--- src/hwmon_pkg.sv ---
package hwmon_pkg;

  // ----------------------------------------------------------------
  // Register byte addresses
  // ----------------------------------------------------------------
  localparam logic [7:0] CONFIG_ADDR    = 8'h40; // Configuration
  localparam logic [7:0] RSTCTL_ADDR    = 8'h44; // Reset output control
  localparam logic [7:0] INTRCTL_ADDR   = 8'h46; // Intrusion clear control
  localparam logic [7:0] STATUS_ADDR    = 8'h48; // Pin and mode status
  localparam logic [7:0] IRQ_STAT_ADDR  = 8'h4c; // Sticky event status
  localparam logic [7:0] IRQ_EN_ADDR    = 8'h50; // Event enable
  localparam logic [7:0] IRQ_CLR_ADDR   = 8'h54; // Event clear (write only)

  // ----------------------------------------------------------------
  // Field positions
  // ----------------------------------------------------------------
  localparam int CFG_INT_EN_BIT      = 1;
  localparam int CFG_RST_TRIG_BIT    = 4;
  localparam int CFG_INTR_CLR_BIT    = 6;
  localparam int RSTCTL_EN_BIT       = 7;
  localparam int INTRCTL_CLR_BIT     = 7;
  localparam int ST_ADDR_LOW_BIT     = 0;
  localparam int ST_ADDR_HIGH_BIT    = 1;
  localparam int ST_INTRUSION_BIT    = 2;
  localparam int ST_NAND_MODE_BIT    = 3;
  localparam int ST_INTR_PULSE_BIT   = 4;
  localparam int ST_RST_PULSE_BIT    = 5;
  localparam int ST_EXT_RST_BIT      = 6;
  localparam int EV_INTRUSION_BIT    = 0;
  localparam int EV_INTR_DONE_BIT    = 1;
  localparam int EV_RST_DONE_BIT     = 2;
  localparam int EV_WIDTH            = 3;

  // ----------------------------------------------------------------
  // Reset values
  // ----------------------------------------------------------------
  localparam logic [7:0] CONFIG_RESET  = 8'h00;
  localparam logic [7:0] RSTCTL_RESET  = 8'h00;
  localparam logic [7:0] INTRCTL_RESET = 8'h00;

  // ----------------------------------------------------------------
  // Timing
  // ----------------------------------------------------------------
  localparam int CLK_HZ        = 100_000_000;
  localparam int PULSE_MIN_MS  = 20;
  localparam int PULSE_CYCLES  = (CLK_HZ / 1000) * PULSE_MIN_MS;
  localparam int PULSE_CNT_W   = 22;

endpackage

--- src/od_pulse_timer.sv ---
module od_pulse_timer
  import hwmon_pkg::*;
#(
  parameter int unsigned CYCLES = PULSE_CYCLES
) (
  input  wire logic pclk,
  input  wire logic presetn,
  input  wire logic start,
  output logic      active,
  output logic      done
);

  logic [PULSE_CNT_W-1:0] count_reg;
  wire                    last = (count_reg == PULSE_CNT_W'(1));

  // ----------------------------------------------------------------
  // Self-timed pulse: loads on start, ends by itself
  // ----------------------------------------------------------------
  always_ff @(posedge pclk or negedge presetn) begin
    if (!presetn) begin
      count_reg <= '0;
      active    <= 1'b0;
      done      <= 1'b0;
    end else begin
      done <= 1'b0;
      if (start && !active) begin
        count_reg <= PULSE_CNT_W'(CYCLES);
        active    <= 1'b1;
      end else if (active) begin
        count_reg <= count_reg - PULSE_CNT_W'(1);
        if (last) begin
          active <= 1'b0;
          done   <= 1'b1;
        end
      end
    end
  end

endmodule // od_pulse_timer

--- src/hwmon_pin_ctrl.sv ---
// Register access over APB and the register offsets are this design's own decisions.
module hwmon_pin_ctrl
  import hwmon_pkg::*;
#(
  parameter int unsigned PULSE_LEN = hwmon_pkg::PULSE_CYCLES
) (
  input  wire logic        pclk,
  input  wire logic        presetn,
  input  wire logic        psel,
  input  wire logic        penable,
  input  wire logic        pwrite,
  input  wire logic [7:0]  paddr,
  input  wire logic [31:0] pwdata,
  output logic [31:0]      prdata,
  output logic             pready,
  output logic             pslverr,
  input  wire logic        slave_addr_bit_low_in,
  output logic             slave_addr_bit_low_out,
  output logic             slave_addr_bit_low_oe,
  input  wire logic        slave_addr_bit_high,
  input  wire logic        sda_in,
  output logic             sda_out,
  output logic             sda_oe,
  input  wire logic        sda_drive_low,
  output logic             sda_sampled,
  output logic [1:0]       slave_addr_bits,
  input  wire logic        intrusion_pin_in,
  output logic             intrusion_pin_out,
  output logic             intrusion_pin_oe,
  input  wire logic        nand_tree_select_in,
  input  wire logic        nand_tree_result,
  output logic             analog_out_enable,
  input  wire logic        reset_pin_in,
  output logic             reset_pin_out,
  output logic             reset_pin_oe,
  output logic             int_out,
  output logic             int_oe,
  output logic             irq
);
  import hwmon_pkg::*;

  // ----------------------------------------------------------------
  // Pin synchronisers
  // ----------------------------------------------------------------
  logic [1:0] a_lo_sync, a_hi_sync, sda_sync, intr_sync, nand_sync, rst_sync;

  always_ff @(posedge pclk or negedge presetn) begin
    if (!presetn) begin
      a_lo_sync <= 2'h0;
      a_hi_sync <= 2'h0;
      sda_sync  <= 2'h3;
      intr_sync <= 2'h0;
      nand_sync <= 2'h0;
      rst_sync  <= 2'h3;
    end else begin
      a_lo_sync <= {a_lo_sync[0], slave_addr_bit_low_in};
      a_hi_sync <= {a_hi_sync[0], slave_addr_bit_high};
      sda_sync  <= {sda_sync[0], sda_in};
      intr_sync <= {intr_sync[0], intrusion_pin_in};
      nand_sync <= {nand_sync[0], nand_tree_select_in};
      rst_sync  <= {rst_sync[0], reset_pin_in};
    end
  end

  wire intrusion_lvl = intr_sync[1];
  wire nand_mode     = nand_sync[1];
  wire ext_reset     = ~rst_sync[1];

  // ----------------------------------------------------------------
  // Register state
  // ----------------------------------------------------------------
  logic [7:0]          config_reg, rstctl_reg, intrctl_reg;
  logic [EV_WIDTH-1:0] irq_stat_reg, irq_en_reg;
  logic [1:0]          addr_strap_reg;
  logic                strap_taken_reg;
  logic [1:0]          strap_prime_reg;  // Strap waits until synchronisers hold pin levels
  logic [2:0]          own_rst_sr_reg;   // Own pulse echo still in the reset synchroniser
  logic                intr_lvl_d_reg;

  // ----------------------------------------------------------------
  // APB decode
  // ----------------------------------------------------------------
  wire access     = psel & penable;
  wire wr         = access & pwrite;
  wire hit_cfg    = (paddr == CONFIG_ADDR);
  wire hit_rstctl = (paddr == RSTCTL_ADDR);
  wire hit_intrct = (paddr == INTRCTL_ADDR);
  wire hit_status = (paddr == STATUS_ADDR);
  wire hit_istat  = (paddr == IRQ_STAT_ADDR);
  wire hit_ien    = (paddr == IRQ_EN_ADDR);
  wire hit_iclr   = (paddr == IRQ_CLR_ADDR);
  wire mapped     = hit_cfg | hit_rstctl | hit_intrct | hit_status |
                    hit_istat | hit_ien | hit_iclr;

  // ----------------------------------------------------------------
  // Pulse timers
  // ----------------------------------------------------------------
  logic intr_active, intr_done, rst_active, rst_done;

  wire intr_start = config_reg[CFG_INTR_CLR_BIT] | intrctl_reg[INTRCTL_CLR_BIT];
  wire rst_start  = config_reg[CFG_RST_TRIG_BIT] & rstctl_reg[RSTCTL_EN_BIT];

  od_pulse_timer #(.CYCLES(PULSE_LEN)) intr_timer (
    .pclk    (pclk),
    .presetn (presetn),
    .start   (intr_start),
    .active  (intr_active),
    .done    (intr_done)
  );

  od_pulse_timer #(.CYCLES(PULSE_LEN)) rst_timer (
    .pclk    (pclk),
    .presetn (presetn),
    .start   (rst_start),
    .active  (rst_active),
    .done    (rst_done)
  );

  // Own reset pulse must not reset the registers that fired it
  wire soft_clear = ext_reset & ~rst_active & ~|own_rst_sr_reg;

  // ----------------------------------------------------------------
  // Event detection and status
  // ----------------------------------------------------------------
  wire intr_rise = intrusion_lvl & ~intr_lvl_d_reg;
  wire [EV_WIDTH-1:0] ev_set = {rst_done, intr_done, intr_rise};
  wire [EV_WIDTH-1:0] ev_clr = (wr & hit_iclr) ? pwdata[EV_WIDTH-1:0] : '0;

  wire [7:0] status_val = {1'b0, ext_reset, rst_active, intr_active, nand_mode,
                           intrusion_lvl, addr_strap_reg};

  // ----------------------------------------------------------------
  // Read mux
  // ----------------------------------------------------------------
  wire [31:0] rd_val =
      hit_cfg    ? {24'h0, config_reg} :
      hit_rstctl ? {24'h0, rstctl_reg} :
      hit_intrct ? {24'h0, intrctl_reg} :
      hit_status ? {24'h0, status_val} :
      hit_istat  ? {29'h0, irq_stat_reg} :
      hit_ien    ? {29'h0, irq_en_reg} : 32'h0;

  // ----------------------------------------------------------------
  // Control registers; trigger bits self-clear the cycle after they are set, taken or not
  // ----------------------------------------------------------------
  always_ff @(posedge pclk or negedge presetn) begin
    if (!presetn) begin
      config_reg  <= CONFIG_RESET;
      rstctl_reg  <= RSTCTL_RESET;
      intrctl_reg <= INTRCTL_RESET;
      irq_en_reg  <= '0;
    end else if (soft_clear) begin
      config_reg  <= CONFIG_RESET;
      rstctl_reg  <= RSTCTL_RESET;
      intrctl_reg <= INTRCTL_RESET;
      irq_en_reg  <= '0;
    end else begin
      if (intr_start) begin
        config_reg[CFG_INTR_CLR_BIT]   <= 1'b0;
        intrctl_reg[INTRCTL_CLR_BIT]   <= 1'b0;
      end
      if (config_reg[CFG_RST_TRIG_BIT]) config_reg[CFG_RST_TRIG_BIT] <= 1'b0;
      if (wr && hit_cfg)    config_reg  <= pwdata[7:0];
      if (wr && hit_rstctl) rstctl_reg  <= pwdata[7:0];
      if (wr && hit_intrct) intrctl_reg <= pwdata[7:0];
      if (wr && hit_ien)    irq_en_reg  <= pwdata[EV_WIDTH-1:0];
    end
  end

  // ----------------------------------------------------------------
  // Sticky events: set wins over clear
  // ----------------------------------------------------------------
  always_ff @(posedge pclk or negedge presetn) begin
    if (!presetn) begin
      irq_stat_reg   <= '0;
      intr_lvl_d_reg <= 1'b0;
      own_rst_sr_reg <= 3'h0;
    end else begin
      intr_lvl_d_reg <= intrusion_lvl;
      own_rst_sr_reg <= {own_rst_sr_reg[1:0], rst_active};
      if (soft_clear) irq_stat_reg <= ev_set;
      else            irq_stat_reg <= (irq_stat_reg & ~ev_clr) | ev_set;
    end
  end

  // ----------------------------------------------------------------
  // Strap capture after reset release
  // ----------------------------------------------------------------
  always_ff @(posedge pclk or negedge presetn) begin
    if (!presetn) begin
      addr_strap_reg  <= 2'h0;
      strap_taken_reg <= 1'b0;
      strap_prime_reg <= 2'h0;
    end else if (soft_clear) begin
      strap_taken_reg <= 1'b0;
    end else if (!strap_prime_reg[1]) begin
      strap_prime_reg <= {strap_prime_reg[0], 1'b1};
    end else if (!strap_taken_reg && !nand_mode) begin
      addr_strap_reg  <= {a_hi_sync[1], a_lo_sync[1]};
      strap_taken_reg <= 1'b1;
    end
  end

  // ----------------------------------------------------------------
  // APB answer and pin drivers, all registered
  // ----------------------------------------------------------------
  always_ff @(posedge pclk or negedge presetn) begin
    if (!presetn) begin
      prdata                 <= 32'h0;
      pready                 <= 1'b0;
      pslverr                <= 1'b0;
      slave_addr_bit_low_out <= 1'b0;
      slave_addr_bit_low_oe  <= 1'b0;
      sda_out                <= 1'b0;
      sda_oe                 <= 1'b0;
      sda_sampled            <= 1'b1;
      slave_addr_bits        <= 2'h0;
      intrusion_pin_out      <= 1'b0;
      intrusion_pin_oe       <= 1'b0;
      analog_out_enable      <= 1'b0;
      reset_pin_out          <= 1'b0;
      reset_pin_oe           <= 1'b0;
      int_out                <= 1'b0;
      int_oe                 <= 1'b0;
      irq                    <= 1'b0;
    end else begin
      pready                 <= psel & ~penable & ~pready;
      pslverr                <= psel & ~penable & ~pready & ~mapped;
      prdata                 <= (psel & ~penable & ~pwrite) ? rd_val : 32'h0;
      slave_addr_bit_low_out <= nand_tree_result;
      slave_addr_bit_low_oe  <= nand_mode;
      sda_out                <= 1'b0;
      sda_oe                 <= sda_drive_low;
      sda_sampled            <= sda_sync[1];
      slave_addr_bits        <= addr_strap_reg;
      intrusion_pin_out      <= 1'b0;
      intrusion_pin_oe       <= intr_active;
      analog_out_enable      <= ~nand_mode;
      reset_pin_out          <= 1'b0;
      reset_pin_oe           <= rst_active;
      int_out                <= 1'b0;
      int_oe                 <= config_reg[CFG_INT_EN_BIT] & |(irq_stat_reg & irq_en_reg);
      irq                    <= |(irq_stat_reg & irq_en_reg);
    end
  end

endmodule // hwmon_pin_ctrl

--- config.mk ---
export PLATFORM = sky130hd
export DESIGN_NAME = hwmon_pin_ctrl
export DESIGN_NICKNAME = d
export VERILOG_FILES = /design/src/hwmon_pkg.sv /design/src/od_pulse_timer.sv /design/src/hwmon_pin_ctrl.sv
export SDC_FILE = /design/constraint.sdc
export NUM_CORES = 1
export LEC_CHECK = 0
export CAP_MARGIN = 5
export CORE_ASPECT_RATIO = 0.5
export CORE_MARGIN = 5
export CORE_UTILIZATION = 38
export CTS_CLUSTER_DIAMETER = 40
export CTS_CLUSTER_SIZE = 14
export DETAILED_ROUTE_END_ITERATION = 8
export DONT_BUFFER_PORTS = 1
export PLACE_DENSITY = 0.52
export SETUP_SLACK_MARGIN = 0.15
export SLEW_MARGIN = 10
export SYNTH_ARGS = -nofsm -noshare
export SYNTH_HDL_FRONTEND = slang
export SYNTH_SLANG_ARGS = --single-unit
--- constraint.sdc ---
create_clock -name pclk -period 4.5 [get_ports pclk]
set_clock_uncertainty 0.2 [all_clocks]
set_input_delay 1.35 -clock pclk [delete_from_list [all_inputs] [get_ports pclk]]
set_output_delay 1.35 -clock pclk [all_outputs]
set_load 0.1 [all_outputs]
* After elaboration in Yosys (flattened, before gate mapping)
Index checks and enable logic that the tools add are counted.
** Storage, ports and cells
- Flip-flop bits (word level) :: 120
- Input port bits :: 53
- Output and inout port bits :: 49
- Logic and storage cells :: 148
** Cells by class
- Add/sub/neg operators :: 2
- Eq/ne operators :: 9
- Muxes and demuxes :: 38
- Bitwise gates (word level) :: 33
- Reductions and logical operators :: 27
** Operators by type and width (count)
- 22-bit 2-to-1 mux :: 4
- 8-bit 2-to-1 mux :: 10
- 8-bit by 7-bit == test with 1-bit output (second input constant) :: 7
- 22-bit by 1-bit == test with 1-bit output (second input constant) :: 2
- 22-bit by 1-bit subtractor with 22-bit output (second input constant) :: 2
- 3-bit 2-to-1 mux :: 6
- 1-bit 2-to-1 mux :: 16
- 2-bit nonzero test :: 8
- 1-bit bitwise AND :: 12
- 1-bit inverter :: 10
- 1-bit logical AND :: 7
- 7-bit 2-to-1 mux :: 1
- 1-bit OR :: 7
- 3-bit bitwise AND :: 2
- 3-bit nonzero test :: 2
- 3-bit OR reduction :: 2
- 1-bit logical NOT :: 5
- 2-bit AND reduction :: 2
- 3-bit inverter :: 1
- 3-bit OR :: 1
- 3-bit AND reduction :: 1
- 2-bit 2-to-1 mux :: 1

* Logic depth before layout (Yosys ltp)
Gate-level depths: netlist (run 1).
- Depth after elaboration :: 9
- Mapped depth :: 6
- Mapped depth without buffers :: 6

* Modules after synthesis
From an unflattened synthesis (run 1), not the netlist that was laid out.
** Second synthesis, totals
- Cell total of the unflattened synthesis :: 513
- Area total of the unflattened synthesis :: 5586.6 um^2
** Modules (own cells, without submodules)
- hwmon_pin_ctrl :: times used 1, cells each 285, area each 3174.3 um^2, seq. area each 1783.0 um^2
- od_pulse_timer (intr_timer) :: times used 1, cells each 114, area each 1218.7 um^2, seq. area each 600.6 um^2
- od_pulse_timer (rst_timer) :: times used 1, cells each 114, area each 1193.6 um^2, seq. area each 600.6 um^2

* Worst setup path after synthesis (run 1)
No wires, ideal clock.
- Kind :: input to register
- Start :: in paddr[0]
- End :: reg config_reg[0]
- Setup time :: 0.132 ns
- Arrival time :: 2.687 ns
- Required time :: 4.168 ns
- Slack :: 1.481 ns
- Stages on the path :: 6
- Buffers on the path :: 2
- Path through :: clkbuf_1 nor4_2 and3_1 buf_4 mux2i_1 nor2_1
** Between the ends
- Word-level cells in the longest chain between the ends :: 3
** Ends and longest elaborated chain
- from (decl) :: RTL line hwmon_pin_ctrl.sv:12 : input wire logic [7:0] paddr,
- 8-bit by 7-bit == test with 1-bit output :: RTL line hwmon_pin_ctrl.sv:85 : wire hit_cfg = (paddr == CONFIG_ADDR);
- 1-bit logical AND :: RTL line hwmon_pin_ctrl.sv:163 : if (wr && hit_cfg) config_reg <= pwdata[7:0];
- 2-bit nonzero test (no source line)
- to (signal assigned) :: RTL line hwmon_pin_ctrl.sv:163
- to (decl) :: RTL line hwmon_pin_ctrl.sv:72 : logic [7:0] config_reg, rstctl_reg, intrctl_reg;
No other way between the ends.
A chain may end at the register's enable or synchronous reset.

* Final worst setup path (run 1)
- Start :: reg pready
- End :: out pready
** RTL lines
- from (decl) :: RTL line hwmon_pin_ctrl.sv:15 : output logic pready,
- from (signal assigned) :: RTL line hwmon_pin_ctrl.sv:227 : pready <= psel & ~penable & ~pready;
No word-level cell between the ends.

==> out/results.ini, run 1 <==
[global_routing]
antenna_found_initial = 0
grt_pass1_wl_mm = 19.8
grt_overflow = 0
grt_pass1_vias = 3690
grt_max_degree = 120
globalRouteTotalUtil = 0.148

[final_layout]
multi_input_area_um2 = 2250
seq_area_um2 = 2980
drive_gt1_frac = 0.113
final_nets = 568
area_growth_pct = 13.0
antenna_cells = 0
fin_cells = 722
final_common_cell = dfrtp_1
layout_common_cells = 114 x dfrtp_1, 49 x nor2_1, 41 x nand2_1
num-fill-cells = 1346

[outcome]
status = finished clean

[pwr]
p_per_area_nw_per_um2 = 487
p_comb_frac = 0.107
p_leak_uw = 0.00278
pwr-share-clk = 0.467
pwr-share-seq = 0.426
ir_worst_vdd_uv = 230
power.switching_uw = 876
sw_frac_of_total = 0.291
p_int_uw = 2130

[synth]
synthesis.area_um2 = 5470
ys.warnings.count = 0
synth_top_area_cell = dfrtp_1
ys_seq_area_frac = 0.546
yosysUniqueCellTypes = 66
synth_area_per_cell_um2 = 10.8
synth_cells = 507
ys_ff_latch = 119
synth_edf_count = 0
synth.top_cell.area_share = 0.522
async_flop_share = 1.00
synthTopCellsByArea = dfrtp_1 52%, mux2i_1 7.0%, buf_4 4.0%, nor2_1 3.4%, nand2_1 2.8%
synth_flop_cell = dfrtp_1

[hold_path]
hp-class = flop to flop

[die]
initial_core_util = 0.383
row_count = 31
num_io_pins = 102
fp.dieH_um = 94.8
core_area_um2 = 14300
die_w_um = 180
die_area_um2 = 17000

[clocking]
clkLatencyLatePin_ns = 0.42
cts_tree = built
cts_root_buf = clkbuf_16
clock-sinks = 119
htreeDepth = 4
cts_buffer_depth = 2
clk_pin_slew_ns = 0.06
numCtsBuffers = 17
post_cts_buffers = 0
post_cts_resized = 0
ctsHoldBuffers = 0

[placed_design]
placed_cells = 690
post-place-ws_ns = 1.21
portBuffers = 0
dp_hpwl_mm = 8.08
gp_congestion = 0.794

[sta]
fmax_mhz = 341
hold_violations = 0
tightestPinTransition_ns = 0.992
slew_viol_final = 0
timing.slew.headroom = 0.338
period_share = 0.652
setup_ws_ns = 1.56
layout_min_cycle_time_ns = 2.94
setup_tns_ns = 0
setup_viol = 0
rsz0062_at_grt = no

[routing]
drc = 0
wl_per_cell_um = 16.6
num_vias = 3693
drt_pass1_iterations = 7
ant_nets = 0
wl_mm = 12.0
drt-initial-drc-count = 247
avgViaCountPerCell = 5.11

[setup_path]
crit_fanout = 2
path_class = flop to output port
cp-end-kind = output port
cp.required_ns = 2.95
critPathArrivalTime_ns = 1.39
cp-start-kind = flop

[job]
drv_cap = 0

Yosys cell counts (5+ instances only):
cell      instances
dfrtp_1         114
nor4_1            8
clkbuf_1         13
nor2b_1           5
nor3_1           18
inv_1            13
o21ai_0          24
nand3b_1          5
mux2i_1          38
nand3_1          20
o41ai_1           5
dfstp_2           5
o211ai_1          5
buf_4            29
and3_1            8
nand2b_1          8
a21oi_1          11
a22oi_1           5
nor2_1           49
nand2_1          41
worst paths after layout:
kind | to | slack [ns] | cells after the start | start
worst max register to register | intr_timer.count_reg[21] | 2.15 | 4 | intr_timer.count_reg[7]
max in group asynchronous | rst_sync[0] | 3.42 | 0 | presetn
worst min-delay path | rst_sync[1] | 0.15 | 0 | rst_sync[0]
worst max-delay path | pready | 1.56 | 0 | pready
worst min register to register | rst_sync[1] | 0.15 | 0 | rst_sync[0]
min in group asynchronous | intr_timer.count_reg[16] | 0.43 | 0 | presetn
layout make-up:
class / count / area share
timing repair buffer: 4 / 0.00486
multi-input combinational: 356 / 0.364
tap: 198 / 0.0401
sequential: 119 / 0.483
clock buffer: 19 / 0.0717
inverter: 13 / 0.00790
clock inverter: 13 / 0.0278
power groups by stage:
stage / registers [uW] / clock network [uW] / logic, uW
detailed placement: 1300 / 0 / 322
global placement: 1300 / 0 / 316
floorplan: 1280 / 0 / 305
finish: 1280 / 1400 / 323
CTS: 1280 / 1440 / 324
global route: 1290 / 1490 / 356
routing by layer:
layer	track usage	routed length (um)	part of all wire
met5	0	0	0
met3	0.0442	597	0.050
met4	0.0545	95	0.0079
met1	0.199	5970	0.50
met2	0.230	5300	0.44
stage by stage:
step,hold slack (ns),cell area (um2),total power (uW),util
after floorplan,0.131,5570,1580,-
after global placement,0.134,5560,1610,0.390
after detailed placement,0.143,5560,1620,0.390
after CTS,0.155,6180,3050,0.433
after global routing,0.158,6180,3140,0.433
final,0.154,6180,3010,0.433
cell families (layout without fill, tap and decap cells):
group                      Yosys count  after routing  synth area share
xor gates and xnor gates             2              2           0.00320
muxes                               40             40            0.0737
other                                1             28          0.000686
adders and majority gates            4              4           0.00916
buffers and inverters               59             49            0.0609
DFF                                119            119             0.546
and+or+nand+nor                    199            199             0.201
AOI/OAI and AO/OA                   83             83             0.105
No activity file was read; power rests on OpenSTA's default activity.
==> inputs of run 2 (changes only) <==
==> constraint.sdc (replaced) <==
create_clock -name pclk -period 2.85 [get_ports pclk]
set_clock_uncertainty 0.2 [all_clocks]
set_input_delay 0.855 -clock pclk [delete_from_list [all_inputs] [get_ports pclk]]
set_output_delay 0.855 -clock pclk [all_outputs]
set_load 0.1 [all_outputs]
==> run 2 against run 1 <==
The flow now finishes with violations (hold timing). First-iteration DRC count is 23% higher. Core utilization is 1.5 points higher. Hold slack worse by 0.22 ns. Via count is 3.4% higher. Cell count is 3.5% higher. Largest cell class unchanged. Highest routed layer unchanged.
==> out/results.ini, run 2 (same netlist as run 1, synthesis figures left out) <==
[setup_path]
cp.required_ns = 1.80  ; was 2.95 ns
cp-end-kind = output port  ; unchanged
path_class = flop to output port  ; unchanged
critPathArrivalTime_ns = 1.38  ; was 1.39 ns
crit_fanout = 2  ; unchanged
cp-start-kind = flop  ; unchanged

[pwr]
p_int_uw = 3470  ; was 2130 uW
p_per_area_nw_per_um2 = 758  ; was 487 nW/um2
p_leak_uw = 0.00292  ; was 0.00278 uW
ir_worst_vdd_uv = 410  ; was 230 uV
p_comb_frac = 0.124  ; was 0.107
sw_frac_of_total = 0.283  ; was 0.291
pwr-share-clk = 0.474  ; was 0.467
pwr-share-seq = 0.402  ; was 0.426
power.switching_uw = 1370  ; was 876 uW

[clocking]
clk_pin_slew_ns = 0.06  ; about the same
cts_tree = built  ; unchanged
cts_buffer_depth = 2  ; unchanged
htreeDepth = 4  ; unchanged
cts_root_buf = clkbuf_16  ; unchanged
post_cts_buffers = 0  ; unchanged
post_cts_resized = 0  ; unchanged
clkLatencyLatePin_ns = 0.41  ; was 0.42 ns
clock-sinks = 119  ; unchanged
numCtsBuffers = 17  ; unchanged

[hold_path]
hp-class = primary input to async pin  ; was flop to flop

[routing]
avgViaCountPerCell = 5.11  ; about the same
drt_pass1_iterations = 5  ; was 7
num_vias = 3820  ; was 3693
drt-initial-drc-count = 304  ; was 247
wl_per_cell_um = 16.2  ; was 16.6 um
drc = 0  ; unchanged
ant_nets = 0  ; unchanged
wl_mm = 12.1  ; was 12.0 mm

[final_layout]
drive_gt1_frac = 0.153  ; was 0.113
area_growth_pct = 16.8  ; was 13.0%
final_nets = 593  ; was 568
antenna_cells = 0  ; unchanged
final_common_cell = dfrtp_1  ; unchanged
layout_common_cells = 114 x dfrtp_1, 49 x nor2_1, 41 x nand2_1  ; unchanged
fin_cells = 747  ; was 722

[sta]
rsz0062_at_grt = no  ; unchanged
slew_viol_final = 0  ; unchanged
tightestPinTransition_ns = 0.948  ; was 0.992 ns
hold_violations = 114  ; was 0
timing.slew.headroom = 0.368  ; was 0.338
period_share = 0.854
hold_slack_ns = -0.0627  ; was 0.154 ns
setup_viol = 0  ; unchanged
setup_tns_ns = 0  ; unchanged
layout_min_cycle_time_ns = 2.43
fmax_mhz = 411

[die]
initial_core_util = 0.383  ; unchanged
row_count = 31  ; unchanged
core_area_um2 = 14300  ; unchanged
num_io_pins = 102  ; unchanged
die_area_um2 = 17000  ; unchanged
fp.dieH_um = 94.8  ; unchanged
die_w_um = 180  ; unchanged

[placed_design]
dp_hpwl_mm = 8.19  ; was 8.08 mm
portBuffers = 0  ; unchanged
gp_congestion = 0.772  ; was 0.794
placed_cells = 715  ; was 690

[global_routing]
antenna_found_initial = 0  ; unchanged
grt_pass1_wl_mm = 20.1  ; was 19.8 mm
grt_pass1_vias = 3757  ; was 3690
grt_max_degree = 120  ; unchanged
globalRouteTotalUtil = 0.149  ; was 0.148
grt_overflow = 0  ; unchanged

[outcome]
failed_checks = hold timing
status = complete, but fails checks  ; was finished clean

[job]
drv_cap = 0  ; unchanged

==> run 2: final timing paths <==
kind	start	endpoint	slack, ns	depth (start not counted)
max	pready	pready	0.42	0
min	presetn	config_reg[1]	-0.06	0
max reg2reg	intr_timer.count_reg[7]	intr_timer.count_reg[21]	0.49	4
min reg2reg	intr_sync[0]	intr_sync[1]	0.15	0
max in group asynchronous	presetn	rst_sync[1]	2.27	0
min in group pclk	intr_sync[0]	intr_sync[1]	0.15	0
==> run 2: final cells by class <==
class / count / area [um2]
Clock buffer: 19 / 443
Clock inverter: 13 / 195
Fill cell: 1330 / 7890
Inverter: 13 / 48.8
Multi-Input combinational cell: 356 / 2250
Sequential cell: 119 / 2980
Tap cell: 198 / 248
Timing Repair Buffer: 29 / 218
==> run 2: power by group through the flow <==
stage	sequential (uW)	clock, uW	combinational [uW]
floorplan	2020	0	482
global placement	1970	0	589
detailed placement	1970	0	598
CTS	1950	2350	600
global route	1970	2440	653
finish	1950	2290	600
==> run 2: metal layers <==
metal | track usage | vias up | wire (um)
met1 | 0.200 | 1847 | 5860
met4 | 0.0558 | 0 | 167
met2 | 0.229 | 112 | 5350
li1 | - | 1843 | -
met3 | 0.0485 | 18 | 712
met5 | 0 | - | 0
==> run 2: stage by stage <==
stage                     utilization  setup WS (ns)  power, uW  hold slack, ns  cell area (um2)
after floorplan                     -          0.326       2500           0.131             5570
after global placement          0.403          0.363       2560           0.135             5750
after detailed placement        0.403          0.364       2570           0.139             5750
after CTS                       0.447          0.373       4900         -0.0789             6390
after global routing            0.447          0.280       5060         -0.0821             6390
final                           0.447          0.416       4840         -0.0627             6390
